### src/dm_pkg.sv
// Purpose: shared constants and decode helpers for the data memory register file
// Assumes: 7-bit file address space, 8-bit data, one APB word per file address
// Notes: the byte address on APB is four times the file address
`default_nettype none

package dm_pkg;
    localparam int FILE_AW = 7;
    localparam int DATA_W = 8;
    localparam int APB_AW = 12;
    localparam int APB_DW = 32;
    localparam int WORD_SHIFT = 2;
    localparam int GPR_WORDS = 48;
    localparam int GPR_IW = 6;

    // file addresses of the special function registers
    localparam logic [6:0] ADDR_INDIRECT = 7'h00;
    localparam logic [6:0] ADDR_TIMER = 7'h01;
    localparam logic [6:0] ADDR_PCL = 7'h02;
    localparam logic [6:0] ADDR_STATUS = 7'h03;
    localparam logic [6:0] ADDR_POINTER = 7'h04;
    localparam logic [6:0] ADDR_PORT_A = 7'h05;
    localparam logic [6:0] ADDR_PORT_B = 7'h06;
    localparam logic [6:0] ADDR_COMP = 7'h07;

    // power-on values; unknown bits are held at zero
    localparam logic [7:0] TIMER_RESET = 8'h00;
    localparam logic [7:0] PCL_RESET = 8'hff;
    localparam logic [7:0] STATUS_RESET = 8'h18;
    localparam logic [7:0] POINTER_RESET = 8'h80;
    localparam logic [7:0] PORT_RESET = 8'h00;
    localparam logic [7:0] COMP_RESET = 8'h00;

    // status word fields
    localparam int ST_TO = 4;
    localparam int ST_PD = 3;
    localparam int ST_Z = 2;
    localparam int ST_C = 0;
    localparam logic [7:0] STATUS_IMPL = 8'h1f;
    localparam logic [7:0] PORT_IMPL = 8'h7f;
    localparam logic [7:0] COMP_IMPL = 8'h7f;

    // special registers occupy 00h-07h
    function automatic logic is_sfr(input logic [6:0] a);
        return a[6:3] == 4'h0;
    endfunction

    // ram banks at 10h-1Fh, 30h-3Fh, 50h-5Fh
    function automatic logic is_gpr(input logic [6:0] a);
        return a[4] && (a[6:5] != 2'b11);
    endfunction

    // bank number times sixteen plus the low nibble
    function automatic logic [5:0] gpr_index(input logic [6:0] a);
        return {a[6:5], a[3:0]};
    endfunction
endpackage

`default_nettype wire

### src/dm_file_decode.sv
// Purpose: resolve a bus address into an effective file address and a region
// Assumes: file address is the APB byte address divided by four
// Notes: purely combinational
`timescale 1ns/1ps
`default_nettype none

module dm_file_decode (
    input wire logic [11:0] paddr,
    input wire logic [7:0] pointer,
    output logic [6:0] eff_addr,
    output logic self_ref,
    output logic sfr_hit,
    output logic gpr_hit,
    output logic bad_addr
);
    logic [6:0] file_addr;
    logic in_range;

    assign file_addr = paddr[8:2];
    assign in_range = (paddr[11:9] == 3'h0) && (paddr[1:0] == 2'h0);

    // address 00h never lands on storage; it borrows the pointer instead
    assign eff_addr = (file_addr == dm_pkg::ADDR_INDIRECT) ? pointer[6:0] : file_addr;
    assign self_ref = (eff_addr == dm_pkg::ADDR_INDIRECT);
    assign sfr_hit = dm_pkg::is_sfr(eff_addr);
    assign gpr_hit = dm_pkg::is_gpr(eff_addr);
    // prohibited holes and words beyond the file are refused
    assign bad_addr = !in_range || !(sfr_hit || gpr_hit);
endmodule

`default_nettype wire

### src/dm_gpr_ram.sv
// Purpose: 48-byte general purpose ram behind the three ram banks
// Assumes: one write port and one asynchronous read port on pclk
// Notes: contents are not reset and are unknown after power-on
`timescale 1ns/1ps
`default_nettype none

module dm_gpr_ram (
    input wire logic pclk,
    input wire logic presetn,
    input wire logic we,
    input wire logic [6:0] waddr,
    input wire logic [7:0] wdata,
    input wire logic [6:0] raddr,
    output logic [7:0] rdata
);
    logic [7:0] mem [dm_pkg::GPR_WORDS];

    // caller only strobes we for a file address inside a ram bank
    always_ff @(posedge pclk) begin
        if (we) begin
            mem[dm_pkg::gpr_index(waddr)] <= wdata;
        end
    end

    assign rdata = mem[dm_pkg::gpr_index(raddr)];

    ////////////////////////////////////////////////////////////////////////////////
    property p_ram_keeps_data;
        @(posedge pclk) disable iff (!presetn)
        we |=> mem[dm_pkg::gpr_index($past(waddr))] == $past(wdata);
    endproperty
    a_ram_keeps_data: assert property (p_ram_keeps_data)
        else $error("ram byte did not take the written value");
endmodule

`default_nettype wire

### src/dm_regfile.sv
// Purpose: data memory register file of a small 8-bit controller, reached over APB
// Assumes: APB master on pclk; one file register per aligned 32-bit word
// Notes: zero-wait slave; read data is captured in the setup cycle
//
// Summary of operation
// - an access at file address 00h is redirected to the address in the indirect pointer.
// - the indirect pointer lives at 04h and powers up with its top bit set.
// - the comparator and pull-up control register lives at 07h and powers up as zero.
// - ram bytes exist at 10h-1Fh, 30h-3Fh and 50h-5Fh with unknown power-on contents.
// - unimplemented register bits always read back as zero.
// - timer, program counter low, both ports and the pointer are plain file registers; status also takes core-side updates.
// - the low seven pointer bits reach any file address from 00h to 7Fh.
// - through a zero pointer a read gives 00h and a write does nothing.
//
// Local design decision: the APB interface to the registers.
`timescale 1ns/1ps
`default_nettype none

module dm_regfile (
    input wire logic pclk,
    input wire logic presetn,
    input wire logic psel,
    input wire logic penable,
    input wire logic pwrite,
    input wire logic [11:0] paddr,
    input wire logic [31:0] pwdata,
    input wire logic [3:0] pstrb,
    output logic [31:0] prdata,
    output logic pready,
    output logic pslverr,
    input wire logic alu_flags_we,
    input wire logic [2:0] alu_flags,
    input wire logic wdt_timeout,
    input wire logic wdt_clear,
    input wire logic stop_entry,
    output logic [7:0] timer_count,
    output logic [7:0] program_counter_low,
    output logic [7:0] alu_status_word,
    output logic [7:0] indirect_pointer,
    output logic [7:0] port_a_data,
    output logic [7:0] port_b_data,
    output logic [7:0] comparator_pullup_control
);
    logic [6:0] eff_addr;
    logic self_ref;
    logic sfr_hit;
    logic gpr_hit;
    logic bad_addr;
    logic setup_rd;
    logic write_go;
    logic [7:0] wbyte;
    logic [7:0] ram_rdata;
    logic [7:0] rd_value;

    ////////////////////////////////////////////////////////////////////////////////
    // address resolution and ram
    dm_file_decode u_decode (
        .paddr(paddr),
        .pointer(indirect_pointer),
        .eff_addr(eff_addr),
        .self_ref(self_ref),
        .sfr_hit(sfr_hit),
        .gpr_hit(gpr_hit),
        .bad_addr(bad_addr)
    );

    dm_gpr_ram u_ram (
        .pclk(pclk),
        .presetn(presetn),
        .we(write_go && gpr_hit),
        .waddr(eff_addr),
        .wdata(wbyte),
        .raddr(eff_addr),
        .rdata(ram_rdata)
    );

    ////////////////////////////////////////////////////////////////////////////////
    // bus handshake: never stalls, so pready is held high
    assign pready = 1'b1;
    assign setup_rd = psel && !penable && !pwrite;
    // a write lands only on the access edge, only to a legal non-self address
    assign write_go = psel && penable && pwrite && pstrb[0] && !bad_addr && !self_ref;
    assign wbyte = pwdata[7:0];
    assign pslverr = psel && penable && bad_addr;

    // read mux; unimplemented bits are masked to zero
    always_comb begin
        rd_value = 8'h00;
        if (self_ref) begin
            rd_value = 8'h00;
        end else if (gpr_hit) begin
            rd_value = ram_rdata;
        end else if (sfr_hit) begin
            unique case (eff_addr[2:0])
                dm_pkg::ADDR_TIMER[2:0]: rd_value = timer_count;
                dm_pkg::ADDR_PCL[2:0]: rd_value = program_counter_low;
                dm_pkg::ADDR_STATUS[2:0]: rd_value = alu_status_word & dm_pkg::STATUS_IMPL;
                dm_pkg::ADDR_POINTER[2:0]: rd_value = indirect_pointer;
                dm_pkg::ADDR_PORT_A[2:0]: rd_value = port_a_data & dm_pkg::PORT_IMPL;
                dm_pkg::ADDR_PORT_B[2:0]: rd_value = port_b_data & dm_pkg::PORT_IMPL;
                dm_pkg::ADDR_COMP[2:0]: rd_value = comparator_pullup_control & dm_pkg::COMP_IMPL;
                default: rd_value = 8'h00;
            endcase
        end
    end

    // read data is taken in setup so that it comes from a flop in the access cycle;
    // prohibited reads give zero, a defined value the core must not rely on
    always_ff @(posedge pclk or negedge presetn) begin
        if (!presetn) begin
            prdata <= 32'h0000_0000;
        end else if (setup_rd) begin
            prdata <= {24'h00_0000, (bad_addr ? 8'h00 : rd_value)};
        end
    end

    ////////////////////////////////////////////////////////////////////////////////
    // timer count: plain storage here, the counter itself sits elsewhere
    always_ff @(posedge pclk or negedge presetn) begin
        if (!presetn) begin
            timer_count <= dm_pkg::TIMER_RESET;
        end else if (write_go && eff_addr == dm_pkg::ADDR_TIMER) begin
            timer_count <= wbyte;
        end
    end

    // program counter low byte
    always_ff @(posedge pclk or negedge presetn) begin
        if (!presetn) begin
            program_counter_low <= dm_pkg::PCL_RESET;
        end else if (write_go && eff_addr == dm_pkg::ADDR_PCL) begin
            program_counter_low <= wbyte;
        end
    end

    // status word: alu update wins over a bus write of the same bits,
    // the time-out and power-down bits follow only their events
    always_ff @(posedge pclk or negedge presetn) begin
        if (!presetn) begin
            alu_status_word <= dm_pkg::STATUS_RESET;
        end else begin
            if (alu_flags_we) begin
                alu_status_word[dm_pkg::ST_Z:dm_pkg::ST_C] <= alu_flags;
            end else if (write_go && eff_addr == dm_pkg::ADDR_STATUS) begin
                alu_status_word[dm_pkg::ST_Z:dm_pkg::ST_C] <= wbyte[dm_pkg::ST_Z:dm_pkg::ST_C];
            end
            if (wdt_timeout) begin
                alu_status_word[dm_pkg::ST_TO] <= 1'b0;
            end else if (wdt_clear || stop_entry) begin
                alu_status_word[dm_pkg::ST_TO] <= 1'b1;
            end
            if (stop_entry) begin
                alu_status_word[dm_pkg::ST_PD] <= 1'b0;
            end else if (wdt_clear) begin
                alu_status_word[dm_pkg::ST_PD] <= 1'b1;
            end
            alu_status_word[7:5] <= 3'h0;
        end
    end

    // indirect pointer; only bits 6:0 steer the redirection
    always_ff @(posedge pclk or negedge presetn) begin
        if (!presetn) begin
            indirect_pointer <= dm_pkg::POINTER_RESET;
        end else if (write_go && eff_addr == dm_pkg::ADDR_POINTER) begin
            indirect_pointer <= wbyte;
        end
    end

    // port data latches; bit 7 has no pin behind it
    always_ff @(posedge pclk or negedge presetn) begin
        if (!presetn) begin
            port_a_data <= dm_pkg::PORT_RESET;
            port_b_data <= dm_pkg::PORT_RESET;
        end else if (write_go && eff_addr == dm_pkg::ADDR_PORT_A) begin
            port_a_data <= wbyte & dm_pkg::PORT_IMPL;
        end else if (write_go && eff_addr == dm_pkg::ADDR_PORT_B) begin
            port_b_data <= wbyte & dm_pkg::PORT_IMPL;
        end
    end

    // comparator and pull-up control
    always_ff @(posedge pclk or negedge presetn) begin
        if (!presetn) begin
            comparator_pullup_control <= dm_pkg::COMP_RESET;
        end else if (write_go && eff_addr == dm_pkg::ADDR_COMP) begin
            comparator_pullup_control <= wbyte & dm_pkg::COMP_IMPL;
        end
    end

    ////////////////////////////////////////////////////////////////////////////////
    // checks
    property p_indirect_write;
        @(posedge pclk) disable iff (!presetn)
        (write_go && paddr[8:2] == dm_pkg::ADDR_INDIRECT
            && indirect_pointer[6:0] == dm_pkg::ADDR_PORT_A)
        |=> port_a_data == {1'b0, $past(pwdata[6:0])};
    endproperty
    a_indirect_write: assert property (p_indirect_write)
        else $error("write through address 00h missed the pointed register");

    property p_pointer_reset;
        @(posedge pclk) $rose(presetn) |-> indirect_pointer[7] == 1'b1;
    endproperty
    a_pointer_reset: assert property (p_pointer_reset)
        else $error("pointer top bit not set after reset");

    property p_comp_reset;
        @(posedge pclk) $rose(presetn) |-> comparator_pullup_control == 8'h00;
    endproperty
    a_comp_reset: assert property (p_comp_reset)
        else $error("comparator control not zero after reset");

    property p_port_msb_zero;
        @(posedge pclk) disable iff (!presetn)
        (setup_rd && !bad_addr && (eff_addr == dm_pkg::ADDR_PORT_A
            || eff_addr == dm_pkg::ADDR_PORT_B || eff_addr == dm_pkg::ADDR_STATUS))
        |=> prdata[7] == 1'b0 && prdata[31:8] == 24'h00_0000;
    endproperty
    a_port_msb_zero: assert property (p_port_msb_zero)
        else $error("unimplemented bit read back as one");

    property p_indirect_read;
        @(posedge pclk) disable iff (!presetn)
        (setup_rd && paddr == 12'h000 && indirect_pointer[6:0] == dm_pkg::ADDR_PCL)
        |=> prdata[7:0] == program_counter_low;
    endproperty
    a_indirect_read: assert property (p_indirect_read)
        else $error("read through pointer did not return the pointed register");

    property p_zero_pointer_read;
        @(posedge pclk) disable iff (!presetn)
        (setup_rd && paddr == 12'h000 && indirect_pointer[6:0] == 7'h00)
        |=> prdata == 32'h0000_0000;
    endproperty
    a_zero_pointer_read: assert property (p_zero_pointer_read)
        else $error("self-referencing read did not return zero");

    property p_zero_pointer_write;
        @(posedge pclk) disable iff (!presetn)
        (psel && penable && pwrite && paddr == 12'h000 && indirect_pointer[6:0] == 7'h00
            && !wdt_clear && !stop_entry && !wdt_timeout && !alu_flags_we)
        |=> $stable(indirect_pointer) && $stable(port_a_data) && $stable(alu_status_word)
            && $stable(timer_count) && $stable(comparator_pullup_control);
    endproperty
    a_zero_pointer_write: assert property (p_zero_pointer_write)
        else $error("self-referencing write changed a register");

    property p_prohibited;
        @(posedge pclk) disable iff (!presetn)
        (psel && penable && pwrite && bad_addr)
        |-> pslverr ##1 ($stable(indirect_pointer) && $stable(program_counter_low)
            && $stable(port_b_data) && $stable(comparator_pullup_control));
    endproperty
    a_prohibited: assert property (p_prohibited)
        else $error("prohibited write was not refused");

    // write landing checks: each register takes its masked byte on the access edge
    property p_timer_write;
        @(posedge pclk) disable iff (!presetn)
        (write_go && eff_addr == dm_pkg::ADDR_TIMER) |=> timer_count == $past(wbyte);
    endproperty
    a_timer_write: assert property (p_timer_write)
        else $error("timer count did not take the written byte");

    property p_pcl_write;
        @(posedge pclk) disable iff (!presetn)
        (write_go && eff_addr == dm_pkg::ADDR_PCL) |=> program_counter_low == $past(wbyte);
    endproperty
    a_pcl_write: assert property (p_pcl_write)
        else $error("program counter low did not take the written byte");

    property p_pointer_write;
        @(posedge pclk) disable iff (!presetn)
        (write_go && eff_addr == dm_pkg::ADDR_POINTER) |=> indirect_pointer == $past(wbyte);
    endproperty
    a_pointer_write: assert property (p_pointer_write)
        else $error("pointer did not take the written byte");

    property p_port_b_write;
        @(posedge pclk) disable iff (!presetn)
        (write_go && eff_addr == dm_pkg::ADDR_PORT_B)
        |=> port_b_data == {1'b0, $past(wbyte[6:0])};
    endproperty
    a_port_b_write: assert property (p_port_b_write)
        else $error("port b data wrong after write");

    property p_comp_write;
        @(posedge pclk) disable iff (!presetn)
        (write_go && eff_addr == dm_pkg::ADDR_COMP)
        |=> comparator_pullup_control == {1'b0, $past(wbyte[6:0])};
    endproperty
    a_comp_write: assert property (p_comp_write)
        else $error("comparator control wrong after write");

    // the time-out and power-down bits must ignore a bus write
    property p_status_write;
        @(posedge pclk) disable iff (!presetn)
        (write_go && eff_addr == dm_pkg::ADDR_STATUS && !alu_flags_we && !wdt_timeout
            && !wdt_clear && !stop_entry)
        |=> alu_status_word[dm_pkg::ST_Z:dm_pkg::ST_C]
            == $past(wbyte[dm_pkg::ST_Z:dm_pkg::ST_C])
            && $stable(alu_status_word[dm_pkg::ST_TO:dm_pkg::ST_PD]);
    endproperty
    a_status_write: assert property (p_status_write)
        else $error("status write touched the wrong bits");

    property p_bad_read_zero;
        @(posedge pclk) disable iff (!presetn)
        (setup_rd && bad_addr) |=> prdata == 32'h0000_0000;
    endproperty
    a_bad_read_zero: assert property (p_bad_read_zero)
        else $error("prohibited read did not return zero");
endmodule

`default_nettype wire

### config.mk
export PLATFORM = sky130hd
export DESIGN_NAME = dm_regfile
export DESIGN_NICKNAME = d
export VERILOG_FILES = /design/src/dm_pkg.sv /design/src/dm_file_decode.sv /design/src/dm_gpr_ram.sv /design/src/dm_regfile.sv
export SDC_FILE = /design/constraint.sdc
export NUM_CORES = 1
export LEC_CHECK = 0
export BUFFER_PORTS_ARGS = -buffer_cell sky130_fd_sc_hd__clkbuf_2
export CORE_ASPECT_RATIO = 0.6
export CORE_MARGIN = 2
export CORE_UTILIZATION = 64
export DETAILED_ROUTE_END_ITERATION = 8
export GPL_TIMING_DRIVEN = 0
export PLACE_DENSITY = 0.85
export SYNTH_ARGS = -nofsm -noshare
export SYNTH_HDL_FRONTEND = slang
export SYNTH_HIERARCHICAL = 1
export SYNTH_SLANG_ARGS = --single-unit
### constraint.sdc
create_clock -name pclk -period 5.9 [get_ports pclk]
set_input_delay 0.295 -clock pclk [delete_from_list [all_inputs] [get_ports pclk]]
set_output_delay 0.295 -clock pclk [all_outputs]
set_load 0.02 [all_outputs]
==> run metrics <==
antenna-violating nets left=0; Clock Path Buffers=3; Yosys warnings=6; EDFF count, synth=384; CP startpoint=indirect_pointer[6]; Num Clock Sinks=442; status=completed; Worst setup SP type=flop; Finished Layout Cells=1619; Worst-path clk slew=70 ps; FFs w/ async S/R, synth=0.1312; die height=135.3 um; Core Region=27870 um^2; power share of the clock group=0.399; Crit Path Max Fanout=8; gr usage total=0.3267; multi-input logic area=4870 um^2; Starting Density=0.6594; Reg2Reg Setup Slack=1050 ps; max-cap check violation count=0; worst ir drop on vdd=0.0002750 V; Psw=1.384 mW; Setup TNS=0 ps; register area share after synthesis=0.7070; boundary pin count=150; P&R area growth vs syn=13.10%; gp weighted congestion=0.9728; TritonCTS clock tree=yes; Flop pwr share=0.536; CP endpoint kind=flop; Max Slew Vio Count=0; 1st-pass router iterations=8; post-DR vias/cell=6.860; dpl cell area=19410 um^2; period utilization=0.8216; total routed wirelength=48410 um; vias post-DR=11106; overall power=6.355 mW; P per Cell Area=305.7 nW/um^2; Avg Inst Size Synth=17.51 um^2; post-CTS setup-driven buffer insertion count=0; worst skew pair latency=560 ps; cell count after synthesis=1050; antenna violations before repair=0; FILL cells=1586; Post-Syn Area=18380 um^2; internal power=4.971 mW; vias in the first global route=10654; diodes inserted=0; DR WL/cell=29.90 um; Setup CP Type=flop to flop; Sw Ratio=0.2177; Leak Pwr=7.688 nW; PortBufs=91; # DRC=0; final setup skew=26.94 ps; Register Area=13000 um^2; CP endpoint=u_ram/mem[13][0]; RR Endpoint=u_ram/mem[13][0]; Fin. Hold Viols=0; maximum clock frequency=206.3 MHz; reg2reg start=indirect_pointer[6]; DR iter-0 viols=1745; CTS H-Tree Depth=2; dpl cells=1537; Worst Tran Pin Value=1324 ps; Data required, critical path=6080 ps; total CTS buffers=40; design area=20790 um^2; Worst slew margin=0.1174; root buffer cell=clkbuf_16; # rows=47; hpwl dp=32040 um; synthesized flop and latch total=442; Yosys cell types=58; RSZ-0062 raised after global routing=no; GR Overflow Total=0; Die Area=30140 um^2; share of cells above drive strength 1=0.2652; Period minus WS final=4847 ps; Layout Nets=1283; Die Span X=222.8 um; setup violators final=0; first-pass GRT wire length=69630 um; Hold WC Path Type=input port to flop; FF-to-FF path depth=8; largest net degree at the start of global routing=59; combinational share of power=0.065; ys flop type=edfxtp_1; CP arrival=5030 ps; Final Core Density=0.7458
==> cells in the mapped netlist (3+ instances only) <==
cell type  instances  area share
mux2_2            46       0.028
and2_1             3      0.0010
nand2_1           19      0.0039
dfrtp_1           47       0.064
nand2b_1           6      0.0020
a21oi_1           19      0.0052
buf_6             10      0.0061
nor3_1            13      0.0035
dfstp_2           11       0.016
buf_2             12      0.0033
o211ai_1           3      0.0012
a221oi_1          20      0.0095
clkbuf_1          13      0.0027
a21o_1             6      0.0025
buf_4             41       0.017
nor2_1            54       0.011
a22o_1            22       0.010
or4_1              4      0.0016
buf_1             10      0.0020
clkbuf_8           3      0.0022
mux4_2            42       0.051
o21ai_0            9      0.0025
nand3_1            9      0.0025
o22ai_1            8      0.0027
a22oi_1           42       0.017
o41ai_2            9      0.0080
nor2b_1           10      0.0034
a221o_1            5      0.0027
edfxtp_1         384        0.63
mux2i_1          136       0.074
==> layout by cell type, fill, tap and decap left out, types with 20 or more instances in the layout <==
cell type  synthesis  routed
clkbuf_1          13      23
conb_1             2      31
a221oi_1          20      20
a22oi_1           42      42
edfxtp_1         384     384
clkbuf_16          0      43
dfrtp_1           47      47
nor2_1            54      54
clkbuf_2           1      91
mux2i_1          136     136
mux2_2            46      46
a22o_1            22      22
mux4_2            42      42
buf_4             41      41
==> worst min path at each step <==
stage            startpoint            endpoint  slack (ps)  cells past startpoint
4_1_cts        alu_flags_we  alu_status_word[1]           4                      2
6_report       alu_flags_we  alu_status_word[1]          30                      2
2_1_floorplan       presetn  alu_status_word[0]        -0.6                      0
3_3_place_gp    wdt_timeout  alu_status_word[4]         420                      2
3_5_place_dp    wdt_timeout  alu_status_word[4]         430                      2
5_1_grt        alu_flags_we  alu_status_word[1]          40                      2
==> state kept, by name (all words and copies together), names as in the netlist <==
register and count:
indirect_pointer 8, alu_status_word 5, timer_count 8, prdata 8, port_a_data 7, port_b_data 7, u_ram/mem 384, comparator_pullup_control 7
program_counter_low 8
==> final cells by class <==
cell class	count	area share
Sequential cell	442	0.6251
Inverter	2	0.0003611
Clock buffer	57	0.05621
Timing Repair Buffer	102	0.02708
Tap cell	367	0.02209
Multi-Input combinational cell	544	0.2342
Clock inverter	14	0.004995
Buffer	91	0.02991
==> critical path: stages (launching register included) <==
cell and delay [ps]:
dfrtp_1 470, or4_1 610, a21oi_1 360, o21ai_2 120, or2_2 350, nor3_1 940
nor2b_1 370, nand3_1 430, nor2_1 810
==> power groups by stage <==
| stage | clock (mW) | sequential [mW] | combinational, mW |
|---|---|---|---|
| floorplan | 0 | 3.47 | 0.225 |
| global placement | 0 | 3.47 | 0.380 |
| detailed placement | 0 | 3.47 | 0.391 |
| CTS | 2.55 | 3.41 | 0.400 |
| global route | 2.67 | 3.41 | 0.431 |
| finish | 2.53 | 3.41 | 0.414 |
==> routing by layer <==
metal / wire (um) / vias up / GRT usage / share of wire
met4: 1064 / 2 / 0.09247 / 0.022
met2: 20550 / 822 / 0.4528 / 0.42
met5: 81 / - / 0.01935 / 0.0017
li1: - / 4504 / - / -
met1: 19130 / 5678 / 0.4881 / 0.40
met3: 7578 / 100 / 0.1223 / 0.16
==> repair_timing <==
| action | CTS | global route |
|---|---|---|
| gates resized for setup | 0 | 0 |
| hold buffers | 10 | 0 |
| endpoints found under the hold margin | 52 | 0 |
==> cell families after synthesis <==
family                 count (synthesis)  synth area share
other                                  2         0.0004086
flip-flops                           442            0.7070
multiplexers                         225            0.1543
AND/OR/NAND/NOR                      139           0.03948
buffers and inverters                 93           0.03424
AO/OA/AOI/OAI                        149           0.06453
==> per-stage QoR <==
stage	hold slack, ps	setup slack, ps
6_report	28.37	1053
3_3_place_gp	417.6	1286
2_1_floorplan	-0.5911	2294
3_5_place_dp	426.0	1022
5_1_grt	37.75	1025
4_1_cts	4.388	1005
No activity file was read; power rests on OpenSTA's default activity.
